--- config.mk ---
export PLATFORM = sky130hd
export DESIGN_NAME = slbs_strap_latch
export DESIGN_NICKNAME = d
export VERILOG_FILES = /design/src/verilog/slbs_log_decode.v /design/src/verilog/slbs_strap_latch.v
export VERILOG_INCLUDE_DIRS = /design/src /design/src/verilog
export SDC_FILE = /design/constraint.sdc
export NUM_CORES = 1
export LEC_CHECK = 0
export ABC_AREA = 1
export BUFFER_PORTS_ARGS = -buffer_cell sky130_fd_sc_hd__buf_2
export CAP_MARGIN = 0
export CORE_ASPECT_RATIO = 1.2
export CORE_UTILIZATION = 44
export CTS_CLUSTER_SIZE = 16
export DETAILED_ROUTE_END_ITERATION = 16
export GPL_ROUTABILITY_DRIVEN = 0
export HOLD_SLACK_MARGIN = 0.05
export PLACE_DENSITY = 0.85
export SLEW_MARGIN = 20
export SYNTH_ARGS = -nofsm -noshare
export SYNTH_HDL_FRONTEND = slang
export SYNTH_SLANG_ARGS = --single-unit
--- constraint.sdc ---
create_clock -name sys_clk -period 2.3 [get_ports sys_clk]
set_clock_uncertainty 0.2 [all_clocks]
set_input_delay 0.46 -clock sys_clk [delete_from_list [all_inputs] [get_ports sys_clk]]
set_output_delay 0.46 -clock sys_clk [all_outputs]
set_load 0.05 [all_outputs]
--- src/verilog/slbs_regs.vh ---
// Offsets, field positions, reset values and timing counts of the strap latch.
`ifndef SLBS_REGS_VH
`define SLBS_REGS_VH
// ************************************************************
// Register offsets
// ************************************************************
`define SLBS_OFF_STRAP     12'h000
`define SLBS_OFF_BOOT      12'h004
`define SLBS_OFF_FUSE      12'h008
`define SLBS_OFF_CTRL      12'h00c
// ************************************************************
// Field positions
// ************************************************************
`define SLBS_STRAP_GUARD   0
`define SLBS_STRAP_PRINT   1
`define SLBS_STRAP_BSEL    2
`define SLBS_STRAP_VALID   3
`define SLBS_BOOT_MODE_LSB 0
`define SLBS_BOOT_PRINT    2
`define SLBS_BOOT_ROUTE    3
`define SLBS_FUSE_USBROUTE 0
`define SLBS_FUSE_USBDIS   1
`define SLBS_FUSE_POL_LSB  2
`define SLBS_CTRL_DONE     0
`define SLBS_CTRL_SRAM     1
// ************************************************************
// Encodings and reset values
// ************************************************************
`define SLBS_MODE_NONE     2'h0
`define SLBS_MODE_FLASH    2'h1
`define SLBS_MODE_DL       2'h2
`define SLBS_MODE_INVALID  2'h3
`define SLBS_ROUTE_UART    1'b0
`define SLBS_ROUTE_USB     1'b1
`define SLBS_POL_ALWAYS    2'h0
`define SLBS_POL_WHEN0     2'h1
`define SLBS_POL_WHEN1     2'h2
`define SLBS_POL_NEVER     2'h3
`define SLBS_STRAP_RST     3'h4
// ************************************************************
// Timing
// ************************************************************
`define SLBS_CLK_MHZ       200
`define SLBS_HOLD_NS       1000
`define SLBS_HOLD_CYC      ((`SLBS_HOLD_NS * `SLBS_CLK_MHZ) / 1000)
`endif

--- src/verilog/slbs_log_decode.v ---
// Boot mode and boot-ROM log route decoder for latched straps and fuses.
`include "slbs_regs.vh"
module slbs_log_decode (
   input  wire       bsel,
   input  wire       print_strap,
   input  wire       usb_route_fuse,
   input  wire       usb_disable_fuse,
   input  wire [1:0] policy_fuse,
   output reg  [1:0] boot_mode,
   output reg        log_enable,
   output reg        log_to_usb
);
   // ************************************************************
   // Decode
   // ************************************************************
   always @* begin
      // Glitch guard strap is deliberately not an input.
      if (bsel) begin
         boot_mode = `SLBS_MODE_FLASH;
      end else if (print_strap) begin
         boot_mode = `SLBS_MODE_DL;
      end else begin
         boot_mode = `SLBS_MODE_INVALID;
      end
      log_to_usb = 1'b0;
      log_enable = 1'b0;
      if (!usb_route_fuse && !usb_disable_fuse) begin
         log_to_usb = `SLBS_ROUTE_USB;
         log_enable = 1'b1;
      end else if (usb_disable_fuse) begin
         log_to_usb = `SLBS_ROUTE_UART;
         case (policy_fuse)
            `SLBS_POL_ALWAYS: log_enable = 1'b1;
            `SLBS_POL_WHEN0:  log_enable = ~print_strap;
            `SLBS_POL_WHEN1:  log_enable = print_strap;
            `SLBS_POL_NEVER:  log_enable = 1'b0;
            default:          log_enable = 1'b0;
         endcase
      end
   end
endmodule

--- src/verilog/slbs_strap_latch.v ---
// Strap latch, boot select and log control with an APB register view.
// What this block does
// - Latch each strap level at reset and hold it until power-down.
// - Latched strap values never change by software or later pin activity.
// - After sampling, release strap pins to ordinary general-purpose use.
// - Weak pull-up on boot-select strap during reset; others have none.
// - Boot-select 1 gives flash boot; 0 with print strap 1 gives download.
// - Boot mode ignores the glitch-guard strap.
// - Flash boot mode makes the boot ROM load and run from flash.
// - Download mode accepts images over serial or USB, to flash or SRAM.
// - Logs go to USB port when route and disable fuses are both 0.
// - Disable fuse 1 routes logs to UART, gated by policy and strap.
// - Policy 0 always, 1 when strap 0, 2 when strap 1, 3 never.
// - Enable pin high runs the chip, low holds it shut down.
//
// Implementation choices: the register offsets and the APB slave port.
`include "slbs_regs.vh"
module slbs_strap_latch #(
   parameter HOLD_CYC = `SLBS_HOLD_CYC
) (
   input  wire        sys_clk,
   input  wire        reset_n,
   input  wire        glitch_guard_strap_in,
   input  wire        print_and_mode_strap_in,
   input  wire        boot_select_strap_in,
   input  wire        gpio_glitch_guard_out,
   input  wire        gpio_glitch_guard_oe,
   input  wire        gpio_print_mode_out,
   input  wire        gpio_print_mode_oe,
   input  wire        gpio_boot_select_out,
   input  wire        gpio_boot_select_oe,
   input  wire        rom_log_usb_route_fuse,
   input  wire        usb_debug_port_disable_fuse,
   input  wire [1:0]  uart_log_policy_fuse,
   input  wire        psel,
   input  wire        penable,
   input  wire        pwrite,
   input  wire [11:0] paddr,
   input  wire [31:0] pwdata,
   output wire        pready,
   output reg  [31:0] prdata,
   output wire        pslverr,
   output wire        glitch_guard_strap_out,
   output wire        glitch_guard_strap_oe,
   output wire        print_and_mode_strap_out,
   output wire        print_and_mode_strap_oe,
   output wire        boot_select_strap_out,
   output wire        boot_select_strap_oe,
   output wire        boot_select_pullup_en,
   output reg         glitch_guard_strap,
   output reg         print_and_mode_strap,
   output reg         boot_select_strap,
   output reg         straps_valid,
   output reg  [1:0]  boot_mode,
   output wire        boot_from_flash,
   output wire        boot_download,
   output wire        download_image_sram,
   output reg         rom_log_enable,
   output reg         rom_log_to_usb,
   output reg         boot_done
);
   localparam CNT_W      = 16;
   localparam NUM_STRAPS = 3;
   localparam [31:0]      HOLD_LAST_W = HOLD_CYC - 1;
   localparam [CNT_W-1:0] HOLD_LAST   = HOLD_LAST_W[CNT_W-1:0];
   localparam ST_RESET = 2'd0;
   localparam ST_HOLD  = 2'd1;
   localparam ST_RUN   = 2'd2;

   reg  [1:0]       state_r;
   reg  [1:0]       state_nxt;
   reg  [CNT_W-1:0] hold_cnt_r;
   reg              sram_sel_r;
   wire [1:0]       dec_mode;
   wire             dec_log;
   wire             dec_usb;
   wire             pins_free;
   wire [NUM_STRAPS-1:0] gpio_out_w;
   wire [NUM_STRAPS-1:0] gpio_oe_w;
   wire [NUM_STRAPS-1:0] pad_out_w;
   wire [NUM_STRAPS-1:0] pad_oe_w;
   reg  [31:0]      rd_word;

   // ************************************************************
   // Sequencer
   // ************************************************************
   always @* begin
      state_nxt = state_r;
      case (state_r)
         ST_RESET: state_nxt = ST_HOLD;
         ST_HOLD: begin
            if (hold_cnt_r == HOLD_LAST) begin
               state_nxt = ST_RUN;
            end
         end
         ST_RUN:   state_nxt = ST_RUN;
         default:  state_nxt = ST_RESET;
      endcase
   end

   always @(posedge sys_clk) begin
      if (!reset_n) begin
         // Low enable holds the block shut down.
         state_r    <= ST_RESET;
         hold_cnt_r <= {CNT_W{1'b0}};
      end else begin
         state_r <= state_nxt;
         if (state_r == ST_HOLD) begin
            hold_cnt_r <= hold_cnt_r + 1'b1;
         end
      end
   end

   // ************************************************************
   // Strap latches
   // ************************************************************
   always @(posedge sys_clk) begin
      if (!reset_n) begin
         straps_valid <= 1'b0;
      end else if (state_r == ST_RESET && !straps_valid) begin
         straps_valid <= 1'b1;
      end
   end

   always @(posedge sys_clk) begin
      // Captured once after release; nothing else writes these.
      if (reset_n && state_r == ST_RESET && !straps_valid) begin
         glitch_guard_strap   <= glitch_guard_strap_in;
         print_and_mode_strap <= print_and_mode_strap_in;
         boot_select_strap    <= boot_select_strap_in;
      end
   end

   // ************************************************************
   // Pin control
   // ************************************************************
   assign boot_select_pullup_en = !pins_free;
   assign pins_free = (state_r == ST_RUN);
   assign gpio_out_w[`SLBS_STRAP_GUARD] = gpio_glitch_guard_out;
   assign gpio_out_w[`SLBS_STRAP_PRINT] = gpio_print_mode_out;
   assign gpio_out_w[`SLBS_STRAP_BSEL]  = gpio_boot_select_out;
   assign gpio_oe_w[`SLBS_STRAP_GUARD]  = gpio_glitch_guard_oe;
   assign gpio_oe_w[`SLBS_STRAP_PRINT]  = gpio_print_mode_oe;
   assign gpio_oe_w[`SLBS_STRAP_BSEL]   = gpio_boot_select_oe;

   // Each strap pin stays undriven until the straps are latched and decoded.
   genvar pin_i;
   generate
      for (pin_i = 0; pin_i < NUM_STRAPS; pin_i = pin_i + 1) begin : g_pin
         assign pad_out_w[pin_i] = pins_free & gpio_out_w[pin_i];
         assign pad_oe_w[pin_i]  = pins_free & gpio_oe_w[pin_i];
      end
   endgenerate

   assign glitch_guard_strap_out   = pad_out_w[`SLBS_STRAP_GUARD];
   assign glitch_guard_strap_oe    = pad_oe_w[`SLBS_STRAP_GUARD];
   assign print_and_mode_strap_out = pad_out_w[`SLBS_STRAP_PRINT];
   assign print_and_mode_strap_oe  = pad_oe_w[`SLBS_STRAP_PRINT];
   assign boot_select_strap_out    = pad_out_w[`SLBS_STRAP_BSEL];
   assign boot_select_strap_oe     = pad_oe_w[`SLBS_STRAP_BSEL];

   // ************************************************************
   // Boot decode
   // ************************************************************
   slbs_log_decode u_dec (
      .bsel             (boot_select_strap),
      .print_strap      (print_and_mode_strap),
      .usb_route_fuse   (rom_log_usb_route_fuse),
      .usb_disable_fuse (usb_debug_port_disable_fuse),
      .policy_fuse      (uart_log_policy_fuse),
      .boot_mode        (dec_mode),
      .log_enable       (dec_log),
      .log_to_usb       (dec_usb)
   );

   always @(posedge sys_clk) begin
      if (!reset_n) begin
         boot_mode      <= `SLBS_MODE_NONE;
         rom_log_enable <= 1'b0;
         rom_log_to_usb <= 1'b0;
         boot_done      <= 1'b0;
      end else begin
         if (state_r == ST_HOLD) begin
            boot_mode      <= dec_mode;
            rom_log_enable <= dec_log;
            rom_log_to_usb <= dec_usb;
         end
         boot_done <= pins_free;
      end
   end

   assign boot_from_flash = boot_done &&
                            (boot_mode == `SLBS_MODE_FLASH);
   assign boot_download   = boot_done &&
                            (boot_mode == `SLBS_MODE_DL);
   assign download_image_sram = boot_download & sram_sel_r;

   // ************************************************************
   // APB slave
   // ************************************************************
   assign pready  = 1'b1;
   assign pslverr = 1'b0;

   // Address match, shared by the write path and the read path.
   function reg_hit;
      input [11:0] addr;
      input [11:0] offset;
      begin
         reg_hit = (addr == offset);
      end
   endfunction

   always @(posedge sys_clk) begin
      if (!reset_n) begin
         sram_sel_r <= 1'b0;
      end else if (psel && penable && pwrite &&
                   reg_hit(paddr, `SLBS_OFF_CTRL)) begin
         sram_sel_r <= pwdata[`SLBS_CTRL_SRAM];
      end
   end

   always @* begin
      rd_word = 32'h0000_0000;
      if (reg_hit(paddr, `SLBS_OFF_STRAP)) begin
         rd_word[`SLBS_STRAP_GUARD] = glitch_guard_strap;
         rd_word[`SLBS_STRAP_PRINT] = print_and_mode_strap;
         rd_word[`SLBS_STRAP_BSEL]  = boot_select_strap;
         rd_word[`SLBS_STRAP_VALID] = straps_valid;
      end
      if (reg_hit(paddr, `SLBS_OFF_BOOT)) begin
         rd_word[`SLBS_BOOT_MODE_LSB +: 2] = boot_mode;
         rd_word[`SLBS_BOOT_PRINT]         = rom_log_enable;
         rd_word[`SLBS_BOOT_ROUTE]         = rom_log_to_usb;
      end
      if (reg_hit(paddr, `SLBS_OFF_FUSE)) begin
         rd_word[`SLBS_FUSE_USBROUTE]     = rom_log_usb_route_fuse;
         rd_word[`SLBS_FUSE_USBDIS]       = usb_debug_port_disable_fuse;
         rd_word[`SLBS_FUSE_POL_LSB +: 2] = uart_log_policy_fuse;
      end
      if (reg_hit(paddr, `SLBS_OFF_CTRL)) begin
         rd_word[`SLBS_CTRL_DONE] = boot_done;
         rd_word[`SLBS_CTRL_SRAM] = sram_sel_r;
      end
   end

   // Read data is taken at the setup edge and stands through the access.
   always @(posedge sys_clk) begin
      if (!reset_n) begin
         prdata <= 32'h0000_0000;
      end else if (psel && !penable && !pwrite) begin
         prdata <= rd_word;
      end
   end
endmodule

==> results of run 1 <==
[cells in the final DEF, fill, tap and decap left out, drive strengths merged, types with 3 or more instances in the layout]
cell type	count
nor3	6
conb	30
o21ai	18
inv	47
clkbuf	8
nand2	55
edfxtp	3
nand4	6
buf	56
a21oi	18
ha	5
nor2	39
nand3	15
dfxtp	29
[how the worst max path moves through the flow]
stage / from / endpoint / slack (ps) / cells past startpoint
finish: state_r[0] / boot_select_strap_out / 170 / 5
global route: state_r[0] / glitch_guard_strap_oe / 40 / 5
CTS: state_r[0] / boot_select_strap_out / 180 / 5
detailed placement: state_r[1] / hold_cnt_r[15] / 420 / 11
global placement: state_r[1] / hold_cnt_r[15] / 440 / 11
floorplan: boot_mode[1] / download_image_sram / -120 / 2
[per-layer routing]
metal  routed length, µm  GRT usage
met5                   0          0
met4                  57     0.0724
met3                 274     0.0509
met2                2140      0.343
met1                1630      0.190
[report_power, final]
part           switching, mW  leakage [nW]  total, mW  internal [mW]
Clock                  0.208        0.0627      0.547          0.338
Combinational          0.596         0.842      0.776          0.180
Sequential            0.0642         0.263      0.701          0.637
Total                  0.869          1.17       2.02           1.16
[worst max-delay path, cell delays in order, from the launching register on]
cell	delay, ps
dfxtp_1	340
inv_1	110
ha_1	310
nand2_1	120
inv_1	60
buf_2	250
[sequential cells by signal (all words and copies together) (netlist names), 2 cells and up]
signal,cells
boot_mode,2
state_r,2
prdata,4
hold_cnt_r,16
[kinds of logic (layout without fill, tap and decap cells)]
family | after synthesis | after routing
and+or+nand+nor | 126 | 126
DFF | 32 | 32
adders and majority gates | 5 | 5
buffers and inverters | 84 | 111
other | 2 | 30
AOI/OAI and AO/OA | 43 | 43
[area by class of cell]
class	instances	area [µm²]	area share
clock buffer	8	121	0.0524
tap	56	70.1	0.0303
timing repair buffer	56	288	0.124
inverter	47	176	0.0762
multi-input combinational	204	990	0.427
sequential	32	671	0.290
[stage by stage]
step / cells / hold slack, ps / area, µm²
3_3_place_gp: 395 / 254 / 2190
5_1_grt: 403 / 139 / 2320
3_5_place_dp: 395 / 273 / 2190
4_1_cts: 403 / 145 / 2320
2_1_floorplan: 320 / 252 / 2090
6_report: 403 / 147 / 2320
==> results.cfg, run 1 <==
[critical_path]
critPathRequiredTime_ps = 1640
worst_r2r_endpoint = hold_cnt_r[15]
cp-start-kind = flop
cp_data_arrival_time_ps = 1470
crit_fanout = 8
worst-r2r-setup-slack_ps = 420
end_kind = output pin
reg2reg_from = state_r[1]
reg2reg_depth = 11
path_class = reg2out

[routing]
via_count = 1873
drtIter0Drc = 127
wl_um = 4100
wire_per_inst_um = 10.2
final_antenna_net_count = 0
drt_pass1_iterations = 4
drc = 0
viasPerCell = 4.65

[grt]
grt_pass1_wl_um = 6680
grt_pass1_vias = 1613
grt_overflow_total = 0
antenna_found_initial = 0
grt_max_degree = 20
grt_usage = 0.181

[clock_network]
htree_levels = 2
cts_root_buf = clkbuf_8
cts_resized = 0
clock-sinks = 32
postCtsHoldBufs = 0
postCtsSetupRepairBufs = 0
clock_path_buffers = 2
cts_tree = built
clk-insertion-delay-late_ps = 280
path_clk_slew_ps = 70
cts_buffers = 5

[synth]
synth_edf_count = 3
synth-seq-area-share = 0.340
synth_seq_cells = 32
synth_cells = 292
yosysWarningCount = 0
synth_top_family_by_area = simple AND/OR/NAND/NOR gates
synth_fa_ha_area_frac = 0.0317
syn_area_per_cell_um2 = 6.76
synthSimpleGateAreaFrac = 0.289
synth-xor-area-share = 0
synthTopCellsByCount = 55 x nand2_1, 45 x inv_1, 34 x nor2_1
yosys.area.top_type_share = 0.294
synth_flop_cell = dfxtp_1
synth_area_leaders = dfxtp_1 29%, buf_4 11%, nand2_1 10%
synth_compound_area_frac = 0.118
synth.most_common_cell = nand2_1
synth_mux_area_frac = 0
synth_area_um2 = 1970
synth.distinct_cells = 29
async_flop_share = 0
synth.largest_area_cell = dfxtp_1

[timing]
slew_viol_final = 0
finalCriticalPeriod_ps = 2130
post-route-period-util = 0.925
fmax_mhz = 470
fin_ws_ps = 173
hold_viol = 0
rsz0062_at_grt = no
setup_viol = 0
fin_tns_setup_ps = 0

[pwr]
p_leak_nw = 1.17
finalPower_mw = 2.02
p_per_area_nw_per_um2 = 874
peakVddDrop_mv = 0.409

[floorplanning]
ios = 115
die_h_um = 75.4
dieArea_um2 = 4760
core_region_area_um2 = 4290
die_w_um = 63.1
initial_utilization = 0.459
rows = 26

[placement]
dp_hpwl_um = 3090
dp_slack_ps = 419
portBuffers = 53

[final_layout]
drive_gt1_frac = 0.222
final_core_util = 0.539
nNetsFinal = 413
fillCellCount = 395
diodes = 0
syn2layout_area_growth_pct = 17.4

[min_path]
hp-start = glitch_guard_strap_in
hp-class = in2reg
hold_path_depth = 1
worstHoldEndpoint = glitch_guard_strap

[run]
max_cap_viol_count = 0

[status]
outcome = finished, final reports clean
(Power assumes the default switching activity.)
==> inputs of run 2 (changes only) <==
--- a/config.mk
+++ b/config.mk
@@ -7,15 +7,14 @@
 export NUM_CORES = 1
 export LEC_CHECK = 0
 export ABC_AREA = 1
-export BUFFER_PORTS_ARGS = -buffer_cell sky130_fd_sc_hd__buf_2
 export CAP_MARGIN = 0
 export CORE_ASPECT_RATIO = 1.2
-export CORE_UTILIZATION = 44
+export CORE_UTILIZATION = 50
 export CTS_CLUSTER_SIZE = 16
 export DETAILED_ROUTE_END_ITERATION = 16
+export DONT_BUFFER_PORTS = 1
 export GPL_ROUTABILITY_DRIVEN = 0
-export HOLD_SLACK_MARGIN = 0.05
-export PLACE_DENSITY = 0.85
+export PLACE_DENSITY = 0.69
 export SLEW_MARGIN = 20
 export SYNTH_ARGS = -nofsm -noshare
 export SYNTH_HDL_FRONTEND = slang
==> run 2 against run 1 <==
  * Design area down 11%
  * Sequential power is 11% higher
  * Combinational power fell by 21%
  * Core utilization grew 1.8 points
  * Via count down 11%
  * Register-to-register slack lost 30 ps
  * Routed wire length down 8.1%
  * Total power fell by 8.0%
  * First-iteration DRC count down 61%
  * Count of clock-buffer cells in the layout decreased by 1
  * Hold slack got worse by 82 ps
==> results.cfg, run 2 (same netlist as run 1, synthesis figures left out) <==
[grt]
grt_overflow_total = 0
grt_usage = 0.188
antenna_found_initial = 0
grt_pass1_wl_um = 5960
grt_pass1_vias = 1418
grt_max_degree = 20

[final_layout]
final_common_cell = nand2_1
stdcell_count = 350
syn2layout_area_growth_pct = 4.31
drive_gt1_frac = 0.0940
largest_reg_flops = 16
nNetsFinal = 365
mostFrequentLayoutCells = 55 x nand2_1, 45 x inv_1, 34 x nor2_1
diodes = 0
fillCellCount = 384
reg_top3 = hold_cnt_r (16), prdata (4)
largest_register = hold_cnt_r

[pwr]
p_per_area_nw_per_um2 = 905
peakVddDrop_mv = 0.660
finalPower_mw = 1.86
p_leak_nw = 0.949

[critical_path]
path_buf_inv = 2
reg2reg_depth = 11
cp-start-kind = flop
reg2reg_from = state_r[1]
cp_data_arrival_time_ps = 1410
worst_r2r_endpoint = hold_cnt_r[15]
worst-r2r-setup-slack_ps = 390
crit_top_cell = inv_1
crit_fanout = 8
cpMaxStageDelayCell = inv_1
cp_cell_sequence = inv_1 > ha_1 > nand2_1 > inv_1
path_class = reg2out
max_stage_delay_ps = 330
critPathRequiredTime_ps = 1640
end_kind = output pin
critical-path-top-delay-family = buffers and inverters

[clock_network]
clock-sinks = 32
cts_buffers = 5
cts_tree = built
path_clk_slew_ps = 70
postCtsHoldBufs = 0
cts_resized = 0
cts_root_buf = clkbuf_8
postCtsSetupRepairBufs = 0
htree_levels = 2
clk-insertion-delay-late_ps = 290
clock_path_buffers = 2

[floorplanning]
die_h_um = 70.8
core_region_area_um2 = 3690
die_w_um = 59.3
dieArea_um2 = 4200
rows = 24
ios = 115
initial_utilization = 0.534

[min_path]
hp-class = in2reg
hp-start = glitch_guard_strap_in
worstHoldEndpoint = glitch_guard_strap
hold_path_depth = 0

[timing]
worstMarginPinSlew_ps = 655
slew_viol_final = 0
finalCriticalPeriod_ps = 2070
fmax_mhz = 482
setup_viol = 0
hold_viol = 0
slew_headroom = 0.560
rsz0062_at_grt = no
post-route-period-util = 0.902

[routing]
drc = 0
viasPerCell = 4.75
drtIter0Drc = 50
drt_pass1_iterations = 4
wire_per_inst_um = 10.8
final_antenna_net_count = 0
via_count = 1664
wl_um = 3770

[placement]
portBuffers = 0
dp_hpwl_um = 2880
dp_cells = 343

[status]
outcome = finished, final reports clean

[run]
max_cap_viol_count = 0
run 2: cell count changes in the layout (fill, tap and decap cells not counted):
cell and delta:
buf_4 +5, buf_2 -53, clkbuf_16 -1
run 2: power breakdown:
| group | internal [mW] | switching [mW] | total [mW] |
|---|---|---|---|
| registers | 0.638 | 0.140 | 0.778 |
| logic | 0.136 | 0.480 | 0.616 |
| clock network | 0.266 | 0.201 | 0.467 |
run 2: final cells by class:
class	count	area, µm²	share of cell area
Inverter	47	176	0.0857
Multi-Input combinational cell	204	990	0.481
Timing Repair Buffer	8	60.1	0.0292
Tap cell	52	65.1	0.0316
Clock buffer	7	96.3	0.0468
Sequential cell	32	671	0.326
run 2: worst reg2reg max path: cells and delay by family, from the launching register on:
| kind | cells | cell delay [ps] |
|---|---|---|
| DFF | 1 | 330 |
| buffers and inverters | 1 | 110 |
| adders and majority gates | 1 | 230 |
| and+or+nand+nor | 9 | 940 |
run 2: worst max-delay path by stage:
stage,from,to,slack [ps],cells past startpoint
2_1_floorplan,boot_mode[1],download_image_sram,-120,2
3_3_place_gp,state_r[1],hold_cnt_r[15],430,11
3_5_place_dp,state_r[1],hold_cnt_r[15],410,11
4_1_cts,state_r[0],print_and_mode_strap_out,220,4
5_1_grt,state_r[0],glitch_guard_strap_out,140,4
6_report,state_r[0],boot_select_strap_oe,230,4
run 2: metal layers:
layer / track usage / routed length (µm) / up-vias
li1: - / - / 874
met1: 0.206 / 1560 / 725
met2: 0.306 / 1790 / 56
met3: 0.0713 / 327 / 9
met4: 0.103 / 88 / 0
met5: 0 / 0 / -
run 2: stage by stage:
step	worst slack [ps]	utilization	TNS, ps	hold WS [ps]	area, µm²
floorplan	-118	-	-118	252	2090
global placement	433	0.531	0	266	1960
detailed placement	414	0.531	0	270	1960
CTS	216	0.557	0	56.5	2060
global route	145	0.557	0	55.1	2060
finish	226	0.557	0	65.0	2060
==> inputs of run 3 (changes only) <==
--- a/config.mk
+++ b/config.mk
@@ -8,7 +8,7 @@
 export LEC_CHECK = 0
 export ABC_AREA = 1
 export CAP_MARGIN = 0
-export CORE_ASPECT_RATIO = 1.2
+export CORE_ASPECT_RATIO = 2
 export CORE_UTILIZATION = 50
 export CTS_CLUSTER_SIZE = 16
 export DETAILED_ROUTE_END_ITERATION = 16
==> run 3 against run 2 <==
  * Die area is 0.34% higher
  * Core utilization is 0.96 points lower
  * Via count is 2.5% higher
  * Combinational power is 4.2% higher
  * Total power is 3.3% higher
  * Hold slack better by 2.3 ps
  * Worst setup slack worse by 5.4 ps
  * Fmax is 0.26% lower
  * Cell count is 0.57% higher
  * Count of clock-buffer cells in the layout is 1 lower
  * Critical endpoint is now print_and_mode_strap_oe
==> results.cfg, run 3 (same netlist as run 1, synthesis figures left out) <==
[status]
outcome = finished, final reports clean

[floorplanning]
die_h_um = 90.8
die_w_um = 46.4
dieArea_um2 = 4220
initial_utilization = 0.519
core_region_area_um2 = 3800
ios = 115
rows = 32

[final_layout]
diodes = 0
fin_area_um2 = 2080
nNetsFinal = 367
largest_reg_flops = 16
stdcell_count = 352
final_common_cell = nand2_1
syn2layout_area_growth_pct = 5.58
final_core_util = 0.548
drive_gt1_frac = 0.0997
largest_register = hold_cnt_r
mostFrequentLayoutCells = 55 x nand2_1, 45 x inv_1, 34 x nor2_1
fillCellCount = 384
reg_top3 = hold_cnt_r (16), prdata (4)

[routing]
drtIter0Drc = 46
wl_met3_um = 152
wl_met1_um = 1390
via_count = 1705
final_antenna_net_count = 0
wl_um = 4040
wire_per_inst_um = 11.5
route.met2.wl_um = 2330
drt_pass1_iterations = 4
routed.top_layer = met4
drc = 0
viasPerCell = 4.84

[clock_network]
clk-insertion-delay-late_ps = 280
cts_tree = built
cts_buffers = 5
htree_levels = 2
cts_root_buf = clkbuf_8
cts_resized = 0
path_clk_slew_ps = 60
postCtsHoldBufs = 0
clock-sinks = 32
postCtsSetupRepairBufs = 0
clock_path_buffers = 2

[grt]
antenna_found_initial = 0
grt_overflow_total = 0
grt_usage = 0.215
grt_pass1_vias = 1592
grt_pass1_wl_um = 6580
grt_max_degree = 20

[placement]
dp_cells = 344
dp_hpwl_um = 3210
placed_area_um2 = 1980
portBuffers = 0

[timing]
slew_headroom = 0.580
fmax_mhz = 481
finalCriticalPeriod_ps = 2080
setup_viol = 0
hold_viol = 0
post-route-period-util = 0.904
fin_worst_hold_slack_ps = 67.3
rsz0062_at_grt = no
slew_viol_final = 0
worstMarginPinSlew_ps = 625

[run]
max_cap_viol_count = 0

[pwr]
p_leak_nw = 0.963
p_per_area_nw_per_um2 = 924
peakVddDrop_mv = 0.661
finalPower_mw = 1.92

[critical_path]
crit_fanout = 8
cp_data_arrival_time_ps = 1420
critPathRequiredTime_ps = 1640
cp-start-kind = flop
end_kind = output pin
path_class = reg2out

[min_path]
hp-class = in2reg
==> run 3: cell count changes in the layout (fill, tap and decap cells not counted), sizes merged <==
| cell | previous run | this run |
|---|---|---|
| buf | 8 | 10 |
| bufinv | 0 | 1 |
| clkbuf | 7 | 6 |
| clkinv | 0 | 1 |
==> run 3: cell type report <==
class / count / area [µm²] / share of cell area
Clock buffer: 6 / 72.6 / 0.0348
Clock inverter: 2 / 35.0 / 0.0168
Inverter: 47 / 176 / 0.0847
Multi-Input combinational cell: 204 / 990 / 0.475
Sequential cell: 32 / 671 / 0.322
Tap cell: 51 / 63.8 / 0.0306
Timing Repair Buffer: 10 / 75.1 / 0.0360
==> run 3: report_power, final <==
part	total, mW	switching, mW	internal [mW]
Clock	0.526	0.205	0.321
Combinational	0.642	0.501	0.141
Sequential	0.756	0.119	0.637
Total	1.92	0.825	1.10
==> run 3: metrics by stage <==
step           TNS [ps]  worst slack (ps)
2_1_floorplan      -118              -118
3_3_place_gp          0               293
3_5_place_dp          0               254
4_1_cts               0               206
5_1_grt               0              64.7
6_report              0               220
==> run 3: path summary, 6_finish.rpt <==
path                        start                       to  slack, ps  cells past startpoint
max reg2reg            state_r[1]           hold_cnt_r[15]        260                     11
min          boot_select_strap_in        boot_select_strap         70                      0
min reg2reg         hold_cnt_r[6]            hold_cnt_r[6]        280                      2
max                    state_r[0]  print_and_mode_strap_oe        220                      4
==> run 3: per-layer routing <==
metal  global-route usage  vias up
met5                    0        -
met2                0.394       51
met3               0.0380       12
li1                     -      881
met4                0.140        0
met1                0.189      761
==> run 3: critical path, cell delays in order, from the launching register on <==
cell     delay [ps]
dfxtp_1         320
inv_1           110
ha_1            290
nand2_1          80
inv_1           330
